===== src/hw/idc_pkg.sv =====
/*
 Constants, register map and state type for the D-channel access and
 backplane port block. Assumes a 125 MHz system clock.
*/
package idc_pkg;
   // Register byte addresses on APB
   localparam logic [11:0] ADDR_CTRL = 12'h000;
   localparam logic [11:0] ADDR_STAT = 12'h004;
   // Control register bit positions
   localparam int CB_CLASS = 0;
   localparam int CB_AR = 1;
   localparam int CB_DR = 2;
   localparam int CB_STAR = 3;
   localparam int CB_TIMING = 4;
   // Status register bit positions
   localparam int SB_COLL = 0;
   localparam int SB_ACK = 1;
   localparam int SB_LEVEL = 2;
   localparam int SB_CNT = 4;
   localparam int SB_LINK = 8;
   localparam int SB_ADAPT = 10;
   // Terminal counts: class high/low, level high/low
   localparam logic [3:0] TERM_HC_HL = 4'h8;
   localparam logic [3:0] TERM_HC_LL = 4'h9;
   localparam logic [3:0] TERM_LC_HL = 4'hA;
   localparam logic [3:0] TERM_LC_LL = 4'hB;
   // Frame geometry in bit clock periods (two per bit, 256 bits)
   localparam logic [8:0] C4_LAST = 9'h1FF;
   localparam logic [8:0] CHAIN_POS = 9'h03F;
   localparam logic [4:0] OWN_CHANS = 5'h04;
   localparam logic [7:0] IDLE_BYTE = 8'hFF;
   localparam logic [31:0] CTRL_RST = 32'h0000_0000;
   // Bit clock generation for terminal mode
   localparam int CLK_HZ = 125000000;
   localparam int C4_HZ = 4096000;
   localparam int C4_HALF_CYC = CLK_HZ / (2 * C4_HZ);

   typedef enum logic [1:0] {
      DS_COUNT = 2'b00,
      DS_SEND = 2'b01
   } idc_dst_t;

   typedef struct packed {
      logic c4_s1, c4_s2, c4_s3;
      logic fp_s1, fp_s2;
      logic sin_s1, sin_s2;
      logic star_s1, star_s2;
      logic mode_s1, mode_s2;
      logic slave_s1, slave_s2;
      logic [7:0] div;
      logic c4_gen;
      logic fp_out;
      logic [8:0] c4cnt;
      logic [7:0] sh_in;
      logic [7:0] ctrl_in, tx_d, tx_b1, tx_b2;
      logic sout, sout_oe, star_do, cfp;
      logic class_low, ar, dr, star_en, timing;
      logic coll, ack, ack_clr, level_high;
      logic [3:0] cnt;
      idc_dst_t dst;
      logic flag_start, discard, d_tx, echo_tx;
      logic pready, pslverr;
      logic [31:0] prdata;
   } idc_state_t;
endpackage


===== src/hw/idc_port.sv =====
/*
 D-channel contention logic and 2048 kbit/s backplane port of an
 S/T transceiver. Assumes an APB master, a line framer that strobes
 once per D-bit slot, and an HDLC sender that supplies D bits.
*/
// Behaviour
// - While a frame waits, each echoed one advances the priority counter; an echoed zero clears it.
// - Software class picks terminal count 8/9 (high) or 10/11 (low).
// - Internal level picks the exact count within the class.
// - Class dominates; level never moves the count into another class.
// - At terminal count, claim the D-channel by sending the opening flag.
// - On collision stop sending, flag it, drop ack at next frame, recount.
// - After a collision the rest of the frame in the FIFO is discarded.
// - A successful send lowers the internal level within the class.
// - Level returns to high only after the lowered terminal count.
// - In NT mode the timing bit (B4) selects fixed or adaptive timing.
// - An NT leaves reset in fixed timing.
// - Clearing the timing bit returns an NT to fixed timing.
// - Streams run 2048 kbit/s, 32 channels, 8 kHz frame pulse.
// - Sample input on rising edge at 3/4 bit; launch on falling edge.
// - NT takes clock and frame pins as inputs; TE drives them.
// - Only the first four channels carry control, D, B1 and B2.
// - A delayed frame pulse drives the next device in a chain.
// - In star mode all NTs output the shared received 2B+D data.
// - Line-to-backplane always passes; reverse D, B1 and B2 need active or synced state, control always passes.
// - NT slave runs as NT with TE frame and register meanings.
// - An NT copies each received D bit into the outgoing echo bit.
`timescale 1ns/1ns
`default_nettype none
module idc_port
   import idc_pkg::*;
#(
   parameter int C4_HALF = C4_HALF_CYC
) (
   input wire logic clk_i,
   input wire logic rst_n_i,
   // APB slave
   input wire logic psel_i,
   input wire logic penable_i,
   input wire logic pwrite_i,
   input wire logic [11:0] paddr_i,
   input wire logic [31:0] pwdata_i,
   input wire logic [3:0] pstrb_i,
   output logic pready_o,
   output logic [31:0] prdata_o,
   output logic pslverr_o,
   // Straps and link state
   input wire logic term_mode_select_i,
   input wire logic nt_slave_i,
   input wire logic [1:0] link_state_bits_i,
   output logic activation_request_o,
   output logic deactivation_request_o,
   output logic adaptive_timing_o,
   // Backplane pins
   input wire logic bit_clock_i,
   output logic bit_clock_o,
   output logic bit_clock_oe_o,
   input wire logic frame_pulse_i,
   output logic frame_pulse_o,
   output logic frame_pulse_oe_o,
   input wire logic serial_stream_in_i,
   output logic serial_stream_out_o,
   output logic serial_stream_out_oe_o,
   output logic chained_frame_pulse_out_o,
   input wire logic star_i,
   output logic star_o,
   output logic star_oe_o,
   // Line framer side
   input wire logic [7:0] status_chan_i,
   input wire logic [7:0] line_rx_d_i,
   input wire logic [7:0] line_rx_b1_i,
   input wire logic [7:0] line_rx_b2_i,
   output logic [7:0] ctrl_chan_o,
   output logic [7:0] line_tx_d_o,
   output logic [7:0] line_tx_b1_o,
   output logic [7:0] line_tx_b2_o,
   input wire logic line_bit_stb_i,
   input wire logic echo_bit_i,
   input wire logic d_rx_bit_i,
   output logic echo_tx_o,
   // HDLC sender side
   input wire logic tx_pending_i,
   input wire logic tx_bit_i,
   input wire logic tx_done_i,
   output logic d_tx_o,
   output logic d_tx_active_o,
   output logic flag_start_o,
   output logic fifo_discard_o,
   output logic d_channel_ack_bit_o
);
   idc_state_t s;
   idc_state_t n;
   logic nt;
   logic te_view;
   logic div_wrap;
   logic rise;
   logic fall;
   logic fp_low;
   logic pass;
   logic access;
   logic [3:0] term;
   logic [8:0] next_c4cnt;

   // Class selects the pair, level picks within it, never across
   function automatic logic [3:0] term_count(input logic low_class,
                                              input logic high_level);
      if (low_class) begin
         term_count = high_level ? TERM_LC_HL : TERM_LC_LL;
      end else begin
         term_count = high_level ? TERM_HC_HL : TERM_HC_LL;
      end
   endfunction

   // Picks the byte launched in one of our own four channels
   function automatic logic [7:0] chan_byte(input logic [4:0] ch,
                                            input logic [7:0] c,
                                            input logic [7:0] d,
                                            input logic [7:0] b1,
                                            input logic [7:0] b2);
      case (ch)
         5'h00: chan_byte = c;
         5'h01: chan_byte = d;
         5'h02: chan_byte = b1;
         default: chan_byte = b2;
      endcase
   endfunction

   // Mode decode; NT slave keeps NT pins but TE framing meaning
   assign nt = s.mode_s2;
   assign te_view = !s.mode_s2 | s.slave_s2;
   assign term = term_count(s.class_low, s.level_high);
   assign access = psel_i & penable_i & !s.pready;

   // Bit clock edges: sampled pin in NT, own divider in TE
   assign div_wrap = (s.div == 8'(C4_HALF - 1));
   assign rise = nt ? (s.c4_s2 & !s.c4_s3) : (div_wrap & !s.c4_gen);
   assign fall = nt ? (!s.c4_s2 & s.c4_s3) : (div_wrap & s.c4_gen);
   // Frame pulse seen at a falling edge restarts the frame count
   assign fp_low = nt ? !s.fp_s2 : (s.c4cnt == C4_LAST);
   assign next_c4cnt = fp_low ? 9'h000 : s.c4cnt + 9'h001;

   // Backplane-to-line D, B1 and B2 open only once the link is up; control always passes
   assign pass = te_view ? link_state_bits_i[0]
                         : (link_state_bits_i == 2'b11);

   // Next-state logic for the whole block
   always_comb begin
      logic [7:0] sh;
      logic [7:0] ob;
      logic [4:0] ch;
      logic [8:0] ahead;
      logic [7:0] ab;
      sh = {s.sh_in[6:0], s.sin_s2};
      ob = 8'h00;
      ch = next_c4cnt[8:4];
      ahead = next_c4cnt + 9'h002;
      ab = chan_byte(ahead[8:4], status_chan_i, line_rx_d_i,
                     line_rx_b1_i, line_rx_b2_i);
      n = s;
      n.flag_start = 1'b0;
      n.discard = 1'b0;
      n.pready = 1'b0;
      n.pslverr = 1'b0;

      // Two-stage synchronisers for all pins from outside
      n.c4_s1 = bit_clock_i;
      n.c4_s2 = s.c4_s1;
      n.c4_s3 = s.c4_s2;
      n.fp_s1 = frame_pulse_i;
      n.fp_s2 = s.fp_s1;
      n.sin_s1 = serial_stream_in_i;
      n.sin_s2 = s.sin_s1;
      n.star_s1 = star_i;
      n.star_s2 = s.star_s1;
      n.mode_s1 = term_mode_select_i;
      n.mode_s2 = s.mode_s1;
      n.slave_s1 = nt_slave_i;
      n.slave_s2 = s.slave_s1;

      // Divider for the bit clock that a TE drives out
      if (div_wrap) begin
         n.div = 8'h00;
         n.c4_gen = !s.c4_gen;
      end else begin
         n.div = s.div + 8'h01;
      end

      // Falling edge: advance count and launch the next bit
      if (fall) begin
         n.c4cnt = next_c4cnt;
         n.cfp = (next_c4cnt != CHAIN_POS);
         n.fp_out = (next_c4cnt != C4_LAST);
         if (next_c4cnt == 9'h000 && s.ack_clr) begin
            n.ack = 1'b0;
            n.ack_clr = 1'b0;
         end
         if (!next_c4cnt[0]) begin
            ob = chan_byte(ch, status_chan_i, line_rx_d_i,
                           line_rx_b1_i, line_rx_b2_i);
            n.sout_oe = (ch < OWN_CHANS);
            n.sout = ob[3'd7 - next_c4cnt[3:1]];
            // Star bit goes out a cell early so the wired value has settled
            n.star_do = (ahead[8:4] != 5'h00 && ahead[8:4] < OWN_CHANS) ?
                        ab[3'd7 - ahead[3:1]] : 1'b1;
            if (s.star_en && nt && ch != 5'h00 && ch < OWN_CHANS) begin
               n.sout = s.star_s2;
            end
         end
      end

      // Rising edge at three quarters of the cell: sample
      if (rise && s.c4cnt[0]) begin
         n.sh_in = sh;
         if (s.c4cnt[3:1] == 3'd7) begin
            case (s.c4cnt[8:4])
               5'h00: n.ctrl_in = sh;
               5'h01: n.tx_d = pass ? sh : IDLE_BYTE;
               5'h02: n.tx_b1 = pass ? sh : IDLE_BYTE;
               5'h03: n.tx_b2 = pass ? sh : IDLE_BYTE;
               default: n.ctrl_in = s.ctrl_in;
            endcase
         end
      end

      // APB slave: answers in the second access cycle
      if (access) begin
         n.pready = 1'b1;
         n.prdata = 32'h0000_0000;
         if (paddr_i == ADDR_CTRL) begin
            if (pwrite_i && pstrb_i[0]) begin
               n.class_low = pwdata_i[CB_CLASS];
               n.ar = pwdata_i[CB_AR];
               n.dr = pwdata_i[CB_DR];
               n.star_en = pwdata_i[CB_STAR];
               n.timing = pwdata_i[CB_TIMING];
            end else if (!pwrite_i) begin
               n.prdata[CB_CLASS] = s.class_low;
               n.prdata[CB_AR] = s.ar;
               n.prdata[CB_DR] = s.dr;
               n.prdata[CB_STAR] = s.star_en;
               n.prdata[CB_TIMING] = s.timing;
            end
         end else if (paddr_i == ADDR_STAT) begin
            if (pwrite_i && pstrb_i[0] && pwdata_i[SB_COLL]) begin
               n.coll = 1'b0;
            end else if (!pwrite_i) begin
               n.prdata[SB_COLL] = s.coll;
               n.prdata[SB_ACK] = s.ack;
               n.prdata[SB_LEVEL] = s.level_high;
               n.prdata[SB_CNT +: 4] = s.cnt;
               n.prdata[SB_LINK +: 2] = link_state_bits_i;
               n.prdata[SB_ADAPT] = nt & s.timing;
            end
         end else begin
            n.pslverr = 1'b1; // Unmapped address
         end
      end

      // D-channel slot: echo, contention and collision watch
      if (line_bit_stb_i) begin
         n.echo_tx = nt ? d_rx_bit_i : 1'b1;
         case (s.dst)
            DS_COUNT: begin
               n.d_tx = 1'b1;
               // Count only when a frame waits and we are idle
               if (tx_pending_i) begin
                  if (!echo_bit_i) begin
                     n.cnt = 4'h0;
                  end else if (s.cnt + 4'h1 >= term) begin
                     n.dst = DS_SEND;
                     n.cnt = 4'h0;
                     n.flag_start = 1'b1;
                     n.d_tx = tx_bit_i;
                     n.ack = 1'b1;
                     n.ack_clr = 1'b0;
                     n.level_high = 1'b1;
                  end else begin
                     n.cnt = s.cnt + 4'h1;
                  end
               end
            end
            DS_SEND: begin
               if (echo_bit_i != s.d_tx) begin
                  // Set wins over a clear in this same cycle
                  n.dst = DS_COUNT;
                  n.d_tx = 1'b1;
                  n.coll = 1'b1;
                  n.ack_clr = 1'b1;
                  n.cnt = 4'h0;
                  n.discard = 1'b1;
               end else if (tx_done_i) begin
                  n.dst = DS_COUNT;
                  n.d_tx = 1'b1;
                  n.level_high = 1'b0;
               end else begin
                  n.d_tx = tx_bit_i;
               end
            end
            default: begin
               n.dst = DS_COUNT;
               n.d_tx = 1'b1;
            end
         endcase
      end
   end

   // State register; constants only under reset
   always_ff @(posedge clk_i or negedge rst_n_i) begin
      if (!rst_n_i) begin
         s <= '0;
         s.c4_s1 <= 1'b1;
         s.c4_s2 <= 1'b1;
         s.c4_s3 <= 1'b1;
         s.fp_s1 <= 1'b1;
         s.fp_s2 <= 1'b1;
         s.star_s1 <= 1'b1;
         s.star_s2 <= 1'b1;
         s.fp_out <= 1'b1;
         s.cfp <= 1'b1;
         s.star_do <= 1'b1;
         s.sout <= 1'b1;
         s.tx_d <= IDLE_BYTE;
         s.tx_b1 <= IDLE_BYTE;
         s.tx_b2 <= IDLE_BYTE;
         s.ctrl_in <= IDLE_BYTE;
         s.class_low <= CTRL_RST[CB_CLASS];
         s.timing <= CTRL_RST[CB_TIMING];
         s.level_high <= 1'b1;
         s.dst <= DS_COUNT;
         s.d_tx <= 1'b1;
         s.echo_tx <= 1'b1;
      end else begin
         s <= n;
      end
   end

   // All outputs from state flops only, a few through gates on them
   assign pready_o = s.pready;
   assign prdata_o = s.prdata;
   assign pslverr_o = s.pslverr;
   assign activation_request_o = s.ar;
   assign deactivation_request_o = s.dr;
   assign adaptive_timing_o = s.timing & s.mode_s2;
   assign bit_clock_o = s.c4_gen;
   assign bit_clock_oe_o = !s.mode_s2;
   assign frame_pulse_o = s.fp_out;
   assign frame_pulse_oe_o = !s.mode_s2;
   assign serial_stream_out_o = s.sout;
   assign serial_stream_out_oe_o = s.sout_oe;
   assign chained_frame_pulse_out_o = s.cfp;
   assign star_o = s.star_do;
   assign star_oe_o = s.star_en & s.sout_oe & !s.star_do;
   assign ctrl_chan_o = s.ctrl_in;
   assign line_tx_d_o = s.tx_d;
   assign line_tx_b1_o = s.tx_b1;
   assign line_tx_b2_o = s.tx_b2;
   assign echo_tx_o = s.echo_tx;
   assign d_tx_o = s.d_tx;
   assign d_tx_active_o = (s.dst == DS_SEND);
   assign flag_start_o = s.flag_start;
   assign fifo_discard_o = s.discard;
   assign d_channel_ack_bit_o = s.ack;
endmodule
`default_nettype wire


===== config.mk =====
export PLATFORM = sky130hd
export DESIGN_NAME = idc_port
export DESIGN_NICKNAME = d
export VERILOG_FILES = /design/src/hw/idc_pkg.sv /design/src/hw/idc_port.sv
export SDC_FILE = /design/constraint.sdc
export NUM_CORES = 1
export LEC_CHECK = 0
export ABC_AREA = 1
export BUFFER_PORTS_ARGS = -buffer_cell sky130_fd_sc_hd__buf_2
export CORE_MARGIN = 2
export CORE_UTILIZATION = 40
export CTS_CLUSTER_SIZE = 25
export DETAILED_ROUTE_END_ITERATION = 12
export SKIP_CTS_REPAIR_TIMING = 1
export SYNTH_ARGS = -nofsm -noshare
export SYNTH_HDL_FRONTEND = slang
export SYNTH_SLANG_ARGS = --single-unit

===== constraint.sdc =====
create_clock -name clk_i -period 8.78 [get_ports clk_i]
set_clock_uncertainty 0.05 [all_clocks]
set_input_delay 0.439 -clock clk_i [delete_from_list [all_inputs] [get_ports clk_i]]
set_output_delay 0.439 -clock clk_i [all_outputs]
set_load 0.01 [all_outputs]

[After elaboration in Yosys (flattened, before gate mapping)]
Cells that the tools add are included.
Cells by class
  add/subtract/negate cells: 6
  $lt $le $gt $ge: 5
  eq/ne operators: 23
  muxes and demuxes: 70
  bitwise gates (word level): 11
  reductions and logical operators: 33
Operators by type and width (number)
  $pmux W8 S3: 2
  $mux W34: 1
  $mux W1: 33
  $mux W8: 4
  $mux W3: 8
  $mux W7: 3
  $eq A5 B2 Y1 const B: 4
  $eq A5 B1 Y1 const B: 3
  $logic_not A5 Y1: 3
  $reduce_and A3 Y1: 5
  $mux W14: 1
  $eq A12 B3 Y1 const B: 1
  $logic_not A12 Y1: 1
  $mux W4: 3
  $pmux W6 S2: 1
  $lt A5 B3 Y1 const B: 2
  $mux W10: 1
  $mux W2: 5
  $mux W5: 2
  $ne A2 B2 Y1 const B: 5
  $reduce_bool A5 Y1: 2
  $add A9 B1 Y9 const B: 1
  $add A9 B2 Y9 const B: 1
  $and A1 B1 Y1: 9
  31 further kinds: 47
Word-level totals
  register bits after elaboration: 107
  word-level logic and storage cells: 192

[Longest topological paths before layout]
Gate-level depths: netlist of the first run.
  depth after elaboration: 12
  depth in mapped cells: 27
  gate-level depth less buffers: 26

[Least setup slack after synthesis of the first run]
No wires, ideal clock.
  path kind: reg-to-reg
  start: reg s[97] (netlist bit)
  end: reg s, in the netlist star_o
  setup time: 72 ps
  arrival: 3181 ps
  data required time: 8658 ps
  path slack: 5477 ps
  stages on the path, launching flop included: 26
  buffers on the path: 0
  period minus slack after synthesis: 3303 ps
  cells stage by stage: dfrtp_1 ha_1 nand2_1 nor2_1 nand3_1 nor2_1 ha_1 nand2_1 nand2_1 nor2_1 ha_1 inv_1 nor3_2 nand2_1 nand2_1 nand2_2 nor2_4 nand2_2 nor2_4 nand2_1 o21ai_1 nand3_1 nand3_1 nand3_1 nand2_1 inv_1
Between the ends
  longest elaborated chain between the ends: 9
  elaborated cells on any way between the ends: 18
  classes of those cells: 3 x add/sub; 1 x order compare; 3 x eq/ne; 6 x mux; 1 x bitwise; 4 x reduce/logical
Ends and longest elaborated chain
  from (decl): RTL line idc_port.sv:91  | idc_state_t s;
  from (signal assigned): RTL line idc_port.sv:333  | s <= n;
  branches (longest 2 deep; another with $add A9 B1 Y9)
  $mux W9 *: RTL line idc_port.sv:140  | assign next_c4cnt = fp_low ? 9'h000 : s.c4cnt + 9'h001;
  net next_c4cnt[1]: RTL line idc_port.sv:102  | logic [8:0] next_c4cnt;
  $add A9 B2 Y9 *: RTL line idc_port.sv:156  | ahead = next_c4cnt + 9'h002;
  $eq A5 B2 Y1, or another cell as far along: RTL line idc_port.sv:120  | case (ch)
  $pmux W8 S3: RTL line idc_port.sv:120
  $bmux W1 S3: RTL line idc_port.sv:204  | ab[3'd7 - ahead[3:1]] : 1'b1;
  $mux W1 (implied by the code): RTL line idc_port.sv:204
  $mux W1 *: RTL line idc_port.sv:203  | n.star_do = (ahead[8:4] != 5'h00 && ahead[8:4] < OWN_CHANS) ?
Mark *: on every way through the listed nets, which the timed path passes. The select of a mux whose other input is x is not followed.
A chain may end at the register's enable or synchronous reset.

[Worst setup path after layout of the first run]
Same ends and word-level chain as after synthesis.

==> impl_metrics.toml, run 1 <==
[status]
outcome = "finished clean"

[synth]
synth.distinct_cells = 46
syn_area_um2 = 6000
yosysMostFrequentCell = "nand2_1"
ys_seq_area_frac = 0.452
netlist.area_leader.share = 0.250
synth_flop_cell = "dfrtp_1"
synth_top_area_cell = "dfrtp_1"
synth_common_cells = "nand2_1, inv_1, o21ai_0"
syn_avg_cell_area_um2 = 8.16
synth_cells = 735
async_flop_share = 1.00
yosys_warnings = 0
synth_edf_count = 0
synth.ff_latch_count = 106
synth.area.top_cells = "dfrtp_1, dfstp_2, nand2_1, buf_4, o21ai_0"

[drt]
ant_nets = 0
first_iter_violations = 322
via_count = 4990
wl_per_cell_um = 13.7
via_per_inst = 4.95
drt-total-wl_um = 13800
drcViolationCount = 0
drtPass1Iterations = 5

[finish]
regArea_um2 = 2710
fill_cells = 1485
area_growth_pct = 11.7
multi_input_area_um2 = 2470
finalNetCount = 927
antennaDiodeCount = 0
fin_util = 0.459
drive_gt1_frac = 0.263

[sta]
layout_min_cycle_time_ns = 4.46
final-hold-violation-count = 0
finalCritPeriodShare = 0.508
worst_slack_ns = 4.32
maxSlewViolCount = 0
setup-tns-final_ns = 0
rsz0062_at_grt = "false"
worst_pin_slew_ns = 1.04
slew-limit-headroom = 0.299
timing.hold.ws_ns = 0.146
fmax_ghz = 0.224
setup_viol = 0

[floorplan]
dieArea_um2 = 16000
ios = 183
fp-row-count = 44
core_area_um2 = 14600
start_util = 0.411
fp.dieH_um = 126
fp.dieW_um = 126

[min_path]
hold_class = "in2reg"

[clock_network]
htree_levels = 3
clockBufferDepth = 2
clk_pin_slew_ns = 0.06
cts_tree = "yes"
cts_made_buffers = 9
cts.sinks = 106
cts_root_buf = "clkbuf_16"
clock_latency_ns = 0.34

[power]
power_density_nw_per_um2 = 171
p_total_mw = 1.15
ir_worst_vdd_uv = 102
leakagePower_nw = 3.44

[job]
drv_cap = 0

[place]
gp_congestion = 0.839
port_buffers = 131
place_worst_setup_slack_ns = 4.35
hpwl_um = 10400

[setup_path]
crit_fanout = 24
critPathCaptureType = "register"
critPathLaunchType = "register"
crit_type = "reg2reg"
crit_arrival_ns = 4.69
required_ns = 9.01

[grt]
grtUsageTotal = 0.173
grt_max_degree = 79
antenna_found_initial = 0
grt_first_pass_wirelength_um = 22600
grt_pass1_vias = 4687
overflow = 0
==> through the flow <==
step | cell area, um2 | cells
after floorplan | 6070 | 755
after global placement | 6420 | 992
after detailed placement | 6420 | 992
after CTS | 6690 | 1008
after global routing | 6700 | 1009
final | 6700 | 1009
==> worst paths after layout <==
path                              start      to  slack, ns  cells after the start
worst max-delay path              s[97]  star_o       4.32                     25
worst min-delay path             star_i  n[120]       0.15                      1
worst max register to register    s[97]  star_o       4.32                     25
worst min register to register   n[116]  s[116]       0.30                      0
max in group asynchronous       rst_n_i  n[122]       6.87                      3
min in group asynchronous       rst_n_i  n[118]       0.51                      2
==> cells by family (layout without fill, tap and decap cells) <==
group                    after synthesis  in the layout  synth area share
AND/OR/NAND/NOR                      321            321             0.253
AO/OA/AOI/OAI                        120            120             0.114
adder cells (fa/ha/maj)                8              8            0.0167
multiplexers                           1              1           0.00188
flip-flops                           106            106             0.452
buffers and inverters                169            239             0.148
XOR/XNOR                               9              9            0.0131
other                                  1             21          0.000625
==> worst max-delay path, cell delays in order, from the launching register on <==
cell     delay, ns
dfrtp_1       0.45
ha_1          0.25
nand2_1       0.09
nor2_1        0.06
nand3_1       0.10
nor2_1        0.05
ha_1          0.24
nand2_1       0.09
nand2_1       0.10
nor2_1        0.62
ha_1          0.34
inv_1         0.06
nor3_2        0.29
nand2_1       0.09
nand2_1       0.07
nand2_2       0.06
nor2_4        0.41
nand2_2       0.16
nor2_4        0.22
nand2_1       0.08
o21ai_1       0.14
nand3_1       0.09
nand3_1       0.09
nand3_1       0.09
nand2_1       0.08
inv_1         0.04
==> per-layer routing <==
layer  track usage  vias to the layer above  part of all wire
li1              -                     2498                 -
met3        0.0342                       10             0.063
met4        0.0452                        0            0.0069
met2         0.271                      171              0.46
met1         0.247                     2311              0.47
met5             0                        -                 0
==> layout make-up <==
class	count	area share
clock inverter	3	0.00373
multi-input combinational	480	0.369
tap	184	0.0343
sequential	106	0.404
clock buffer	13	0.0373
inverter	90	0.0504
timing repair buffer	133	0.101
==> layout by cell type (no fill, tap or decap), drive strengths merged, types with 8 or more instances in the layout <==
master    n
nand4    36
inv      89
ha        8
dfstp    46
dfrtp    60
clkbuf   13
conb     21
o21ai    78
a21oi    17
buf     132
nand2   176
nand3    40
nor2     47
nor3     11
==> power breakdown <==
part           switching, mW  internal [mW]  total, mW
logic                  0.140         0.0764      0.217
clock network          0.173          0.202      0.375
registers             0.0289          0.527      0.556
==> state kept, by name (all words and copies together), names as in the netlist, 7 cells and up <==
name,cells
line_tx_b2_o,8
s,40
ctrl_chan_o,8
prdata_o,11
n,7
line_tx_b1_o,8
line_tx_d_o,8
(Power assumes the default switching activity.)
==> run 2: changes to the inputs <==
--- a/config.mk
+++ b/config.mk
@@ -11,6 +11,7 @@
 export CORE_UTILIZATION = 40
 export CTS_CLUSTER_SIZE = 25
 export DETAILED_ROUTE_END_ITERATION = 12
+export PLACE_DENSITY = 0.67
 export SKIP_CTS_REPAIR_TIMING = 1
 export SYNTH_ARGS = -nofsm -noshare
 export SYNTH_HDL_FRONTEND = slang
==> constraint.sdc (replaced) <==
create_clock -name clk_i -period 3.7 [get_ports clk_i]
set_clock_uncertainty 0.05 [all_clocks]
set_input_delay 0.185 -clock clk_i [delete_from_list [all_inputs] [get_ports clk_i]]
set_output_delay 0.185 -clock clk_i [all_outputs]
set_load 0.01 [all_outputs]
==> run 2 against run 1 <==
  * The flow now finishes with violations (hold timing)
  * Total power up 150%
  * Clock power rose to 2.6 times the previous value
  * Die area unchanged
  * Hold slack worse by 0.16 ns
  * Design area up 3.2%
  * Worst setup slack worse by 4.0 ns
  * Maximum frequency up 33%
  * Final cell count up 1.9%
  * Core utilization up 1.5 points
  * Count of clock-buffer cells in the layout down 1
  * Largest cell class unchanged
==> impl_metrics.toml, run 2 (synthesized netlist as in run 1, its figures left out) <==
[status]
outcome = "complete, but fails checks"
violations = "hold timing"

[finish]
drive_gt1_frac = 0.277
most-common-layout-cells = "nand2_1, buf_2, inv_1"
largest-register = "s"
area_growth_pct = 15.3
largest_reg_flops = 40
layout_commonest_cell = "nand2_1"
antennaDiodeCount = 0
finalNetCount = 946

[power]
leakagePower_nw = 3.57
power_density_nw_per_um2 = 410
ir_worst_vdd_uv = 197

[sta]
final-hold-violation-count = 17
layout_min_cycle_time_ns = 3.35
worst_pin_slew_ns = 1.03
fmax_ghz = 0.298
maxSlewViolCount = 0
slew-limit-headroom = 0.312
setup_viol = 0
setup-tns-final_ns = 0
rsz0062_at_grt = "false"
timing.hold.ws_ns = -0.0181
finalCritPeriodShare = 0.906

[setup_path]
crit_type = "reg2reg"
critPathLaunchType = "register"
crit_end = "star_o"
rrSetupSlack_ns = 0.35
r2r-start = "s[98]"
rr_endpoint = "star_o"
required_ns = 3.93
critPathCaptureType = "register"
crit_arrival_ns = 3.59
startpoint = "s[98]"
ff2ff_path_depth = 25
crit_fanout = 6

[clock_network]
cts_tree = "yes"
htree_levels = 3
cts_root_buf = "clkbuf_16"
clockBufferDepth = 2
cts.sinks = 106
clock_latency_ns = 0.34
clk_pin_slew_ns = 0.07
cts_made_buffers = 9

[drt]
via_count = 5098
ant_nets = 0
drtPass1Iterations = 5
first_iter_violations = 370
drcViolationCount = 0
drt-total-wl_um = 13800
via_per_inst = 4.96
wl_per_cell_um = 13.5

[floorplan]
dieArea_um2 = 16000
fp-row-count = 44
fp.dieW_um = 126
start_util = 0.411
fp.dieH_um = 126
ios = 183
core_area_um2 = 14600

[grt]
overflow = 0
antenna_found_initial = 0
grt_max_degree = 85
grt_pass1_vias = 4646
grt_first_pass_wirelength_um = 22700
grtUsageTotal = 0.174

[place]
port_buffers = 131
hpwl_um = 10300
gp_congestion = 0.876

[job]
drv_cap = 0

[min_path]
hold_class = "in2async"
## run 2: changes by cell type in the layout (fill, tap and decap cells not counted), moves of 2 or more
cell           change
buf_4             +13
dlygate4sd3_1      +5
clkbuf_1           -2
clkbuf_16          +2
## run 2: how the worst min path moves through the flow
stage / end / start / cells after the start
6_report: s[94] / rst_n_i / 1
5_1_grt: deactivation_request_o / pwdata_i[2] / 3
4_1_cts: n[120] / star_i / 1
3_5_place_dp: n[122] / serial_stream_in_i / 1
3_3_place_gp: n[120] / star_i / 1
2_1_floorplan: activation_request_o / rst_n_i / 0
## run 2: critical path, cell delays in order (launching register included)
cell	delay (ns)
dfrtp_1	0.43
ha_1	0.23
nand2_1	0.09
nor2_1	0.06
nand3_1	0.09
nor2_1	0.06
ha_1	0.24
nand2_1	0.09
nand2_1	0.08
nor2_1	0.16
ha_2	0.23
inv_1	0.07
nor3_4	0.24
nand2_1	0.08
nand2_1	0.07
nand2_2	0.06
nor2_4	0.14
nand2_2	0.11
nor2_4	0.17
nand2_1	0.07
o21ai_1	0.14
nand3_1	0.10
nand3_1	0.07
nand3_1	0.07
nand2_1	0.06
inv_1	0.03
## run 2: routing by layer
metal  up-vias  global-route usage  wire length (um)
met1      2349               0.243              6570
met2       194               0.272              6200
met3         9              0.0384               901
met4         0              0.0478               160
li1       2546                   -                 -
met5         -                   0                 0
## run 2: through the flow
stage | setup WS, ns | std cells | cell area (um2) | util | total power [mW]
after global placement | 0.351 | 1006 | 6540 | 0.448 | 1.86
after CTS | 0.275 | 1022 | 6840 | 0.469 | 2.86
after global routing | 0.00187 | 1028 | 6920 | 0.474 | 3.01
after detailed placement | 0.303 | 1006 | 6540 | 0.448 | 1.87
after floorplan | 0.397 | 755 | 6070 | - | 1.68
final | 0.349 | 1028 | 6920 | 0.474 | 2.83
## run 2: area by class of cell
cell class	count	area [um2]
fill	1439	7670
sequential	106	2710
multi-input combinational	480	2490
timing repair buffer	152	843
inverter	90	338
clock buffer	12	279
tap	184	230
clock inverter	4	28.8
## run 2: where the power goes
| group | switching, mW | total, mW | internal, mW |
|---|---|---|---|
| clock | 0.434 | 0.977 | 0.544 |
| combinational | 0.334 | 0.537 | 0.204 |
| sequential | 0.0689 | 1.32 | 1.25 |
| total | 0.837 | 2.83 | 2.00 |
==> run 3: changes to the inputs <==
--- a/config.mk
+++ b/config.mk
@@ -8,10 +8,11 @@
 export ABC_AREA = 1
 export BUFFER_PORTS_ARGS = -buffer_cell sky130_fd_sc_hd__buf_2
 export CORE_MARGIN = 2
-export CORE_UTILIZATION = 40
+export CORE_UTILIZATION = 45
+export CTS_BUF_LIST = sky130_fd_sc_hd__clkbuf_4 sky130_fd_sc_hd__clkbuf_8 sky130_fd_sc_hd__clkbuf_16
 export CTS_CLUSTER_SIZE = 25
 export DETAILED_ROUTE_END_ITERATION = 12
-export PLACE_DENSITY = 0.67
+export PLACE_DENSITY = 0.74
 export SKIP_CTS_REPAIR_TIMING = 1
 export SYNTH_ARGS = -nofsm -noshare
 export SYNTH_HDL_FRONTEND = slang
==> constraint.sdc (replaced) <==
create_clock -name clk_i -period 2.9 [get_ports clk_i]
set_clock_uncertainty 0.05 [all_clocks]
set_input_delay 0.145 -clock clk_i [delete_from_list [all_inputs] [get_ports clk_i]]
set_output_delay 0.145 -clock clk_i [all_outputs]
set_load 0.01 [all_outputs]
==> run 3 against run 2 <==
  * The flow finishes with violations (setup timing)
  * Via count up 6.0%
  * Register-to-register slack worse by 0.55 ns
  * Core utilization is 9.7 points higher
==> impl_metrics.toml, run 3 (synthesized netlist as in run 1, its figures left out) <==
[status]
outcome = "complete, but fails checks"
violations = "setup timing"

[finish]
drive_gt1_frac = 0.343
regArea_um2 = 2710
finalNetCount = 995
largest_reg_flops = 40
multi_input_area_um2 = 2600
layout_commonest_cell = "nand2_1"
most-common-layout-cells = "nand2_1, buf_2, inv_1"
fill_cells = 1188
final_cell_area_um2 = 7500
area_growth_pct = 25.0
largest-register = "s"
antennaDiodeCount = 0

[drt]
drtPass1Iterations = 5
via_per_inst = 5.06
ant_nets = 0
drt-total-wl_um = 14700
via_count = 5404
drcViolationCount = 0
wl_per_cell_um = 13.7
first_iter_violations = 340

[grt]
overflow = 0
grt_pass1_vias = 5034
grt_first_pass_wirelength_um = 23700
grtUsageTotal = 0.204
grt_max_degree = 59
antenna_found_initial = 0

[floorplan]
fp.dieW_um = 119
core_area_um2 = 13100
dieArea_um2 = 14300
fp.dieH_um = 119
start_util = 0.457
fp-row-count = 42
ios = 183

[sta]
finalCritPeriodShare = 1.07
slew-limit-headroom = 0.510
rsz0062_at_grt = "true"
setup_viol = 1
final-hold-violation-count = 0
fmax_ghz = 0.323
worst_slack_ns = -0.198
layout_min_cycle_time_ns = 3.10
timing.hold.ws_ns = 0.00169
maxSlewViolCount = 0
setup-tns-final_ns = -0.198
worst_pin_slew_ns = 0.735

[power]
ir_worst_vdd_uv = 297
leakagePower_nw = 3.85
power_density_nw_per_um2 = 516
p_total_mw = 3.87

[setup_path]
crit_arrival_ns = 3.33
r2r-start = "s[97]"
startpoint = "s[97]"
crit_fanout = 7
critPathCaptureType = "register"
crit_type = "reg2reg"
required_ns = 3.13
critPathLaunchType = "register"

[min_path]
hold_class = "in2reg"
hp-start = "psel_i"

[place]
port_buffers = 131
hpwl_um = 10700
place_area_um2 = 6850
gp_congestion = 0.915
place_worst_setup_slack_ns = -0.198

[clock_network]
cts_made_buffers = 9
cts_root_buf = "clkbuf_16"
cts_tree = "yes"
clk_pin_slew_ns = 0.07
htree_levels = 3
cts.sinks = 106
clock_latency_ns = 0.34
clockBufferDepth = 2

[job]
drv_cap = 0
run 3: worst paths after layout:
path	to	slack, ns	cells after the start
hold reg to reg	nt	0.30	0
setup / recovery	star_o	-0.20	21
max in group asynchronous	frame_pulse_o	1.67	3
hold / removal	pready_o	0.002	3
setup reg to reg	star_o	-0.20	21
min in group asynchronous	prdata_o[8]	0.39	2
run 3: metrics by stage:
step,util,instances
detailed placement,0.521,1032
global route,0.571,1069
global placement,0.521,1032
finish,0.571,1069
CTS,0.547,1048
floorplan,-,755
run 3: area by class of cell:
cell class | count | area share
Clock buffer | 12 | 0.0385
Clock inverter | 4 | 0.00751
Inverter | 90 | 0.0451
Multi-Input combinational cell | 480 | 0.347
Sequential cell | 106 | 0.361
Tap cell | 176 | 0.0294
Timing Repair Buffer | 201 | 0.172
run 3: critical path: stages, from the launching register on:
cell	delay, ns
dfrtp_1	0.38
ha_2	0.19
nand2_2	0.08
nor2_4	0.04
nand3_2	0.07
nor2_2	0.04
ha_2	0.19
o21ai_4	0.19
buf_12	0.16
nand3_4	0.13
nor2_8	0.19
xor2_1	0.34
nor2_1	0.11
nand3b_1	0.26
nand2_1	0.12
nand2_1	0.05
o21ai_1	0.13
nand3_1	0.09
nand3_1	0.07
nand3_1	0.06
nand2_1	0.06
inv_1	0.03
run 3: where the power goes:
part | total, mW | switching [mW] | internal, mW
Combinational | 0.845 | 0.489 | 0.355
Clock | 1.35 | 0.546 | 0.807
Sequential | 1.67 | 0.0765 | 1.59
Total | 3.87 | 1.11 | 2.76
run 3: routing by layer:
metal / share of wire / GRT usage / wire [um]
met4: 0.018 / 0.0706 / 261
met3: 0.066 / 0.0369 / 963
met1: 0.46 / 0.280 / 6700
met2: 0.46 / 0.325 / 6760
met5: 0 / 0 / 0
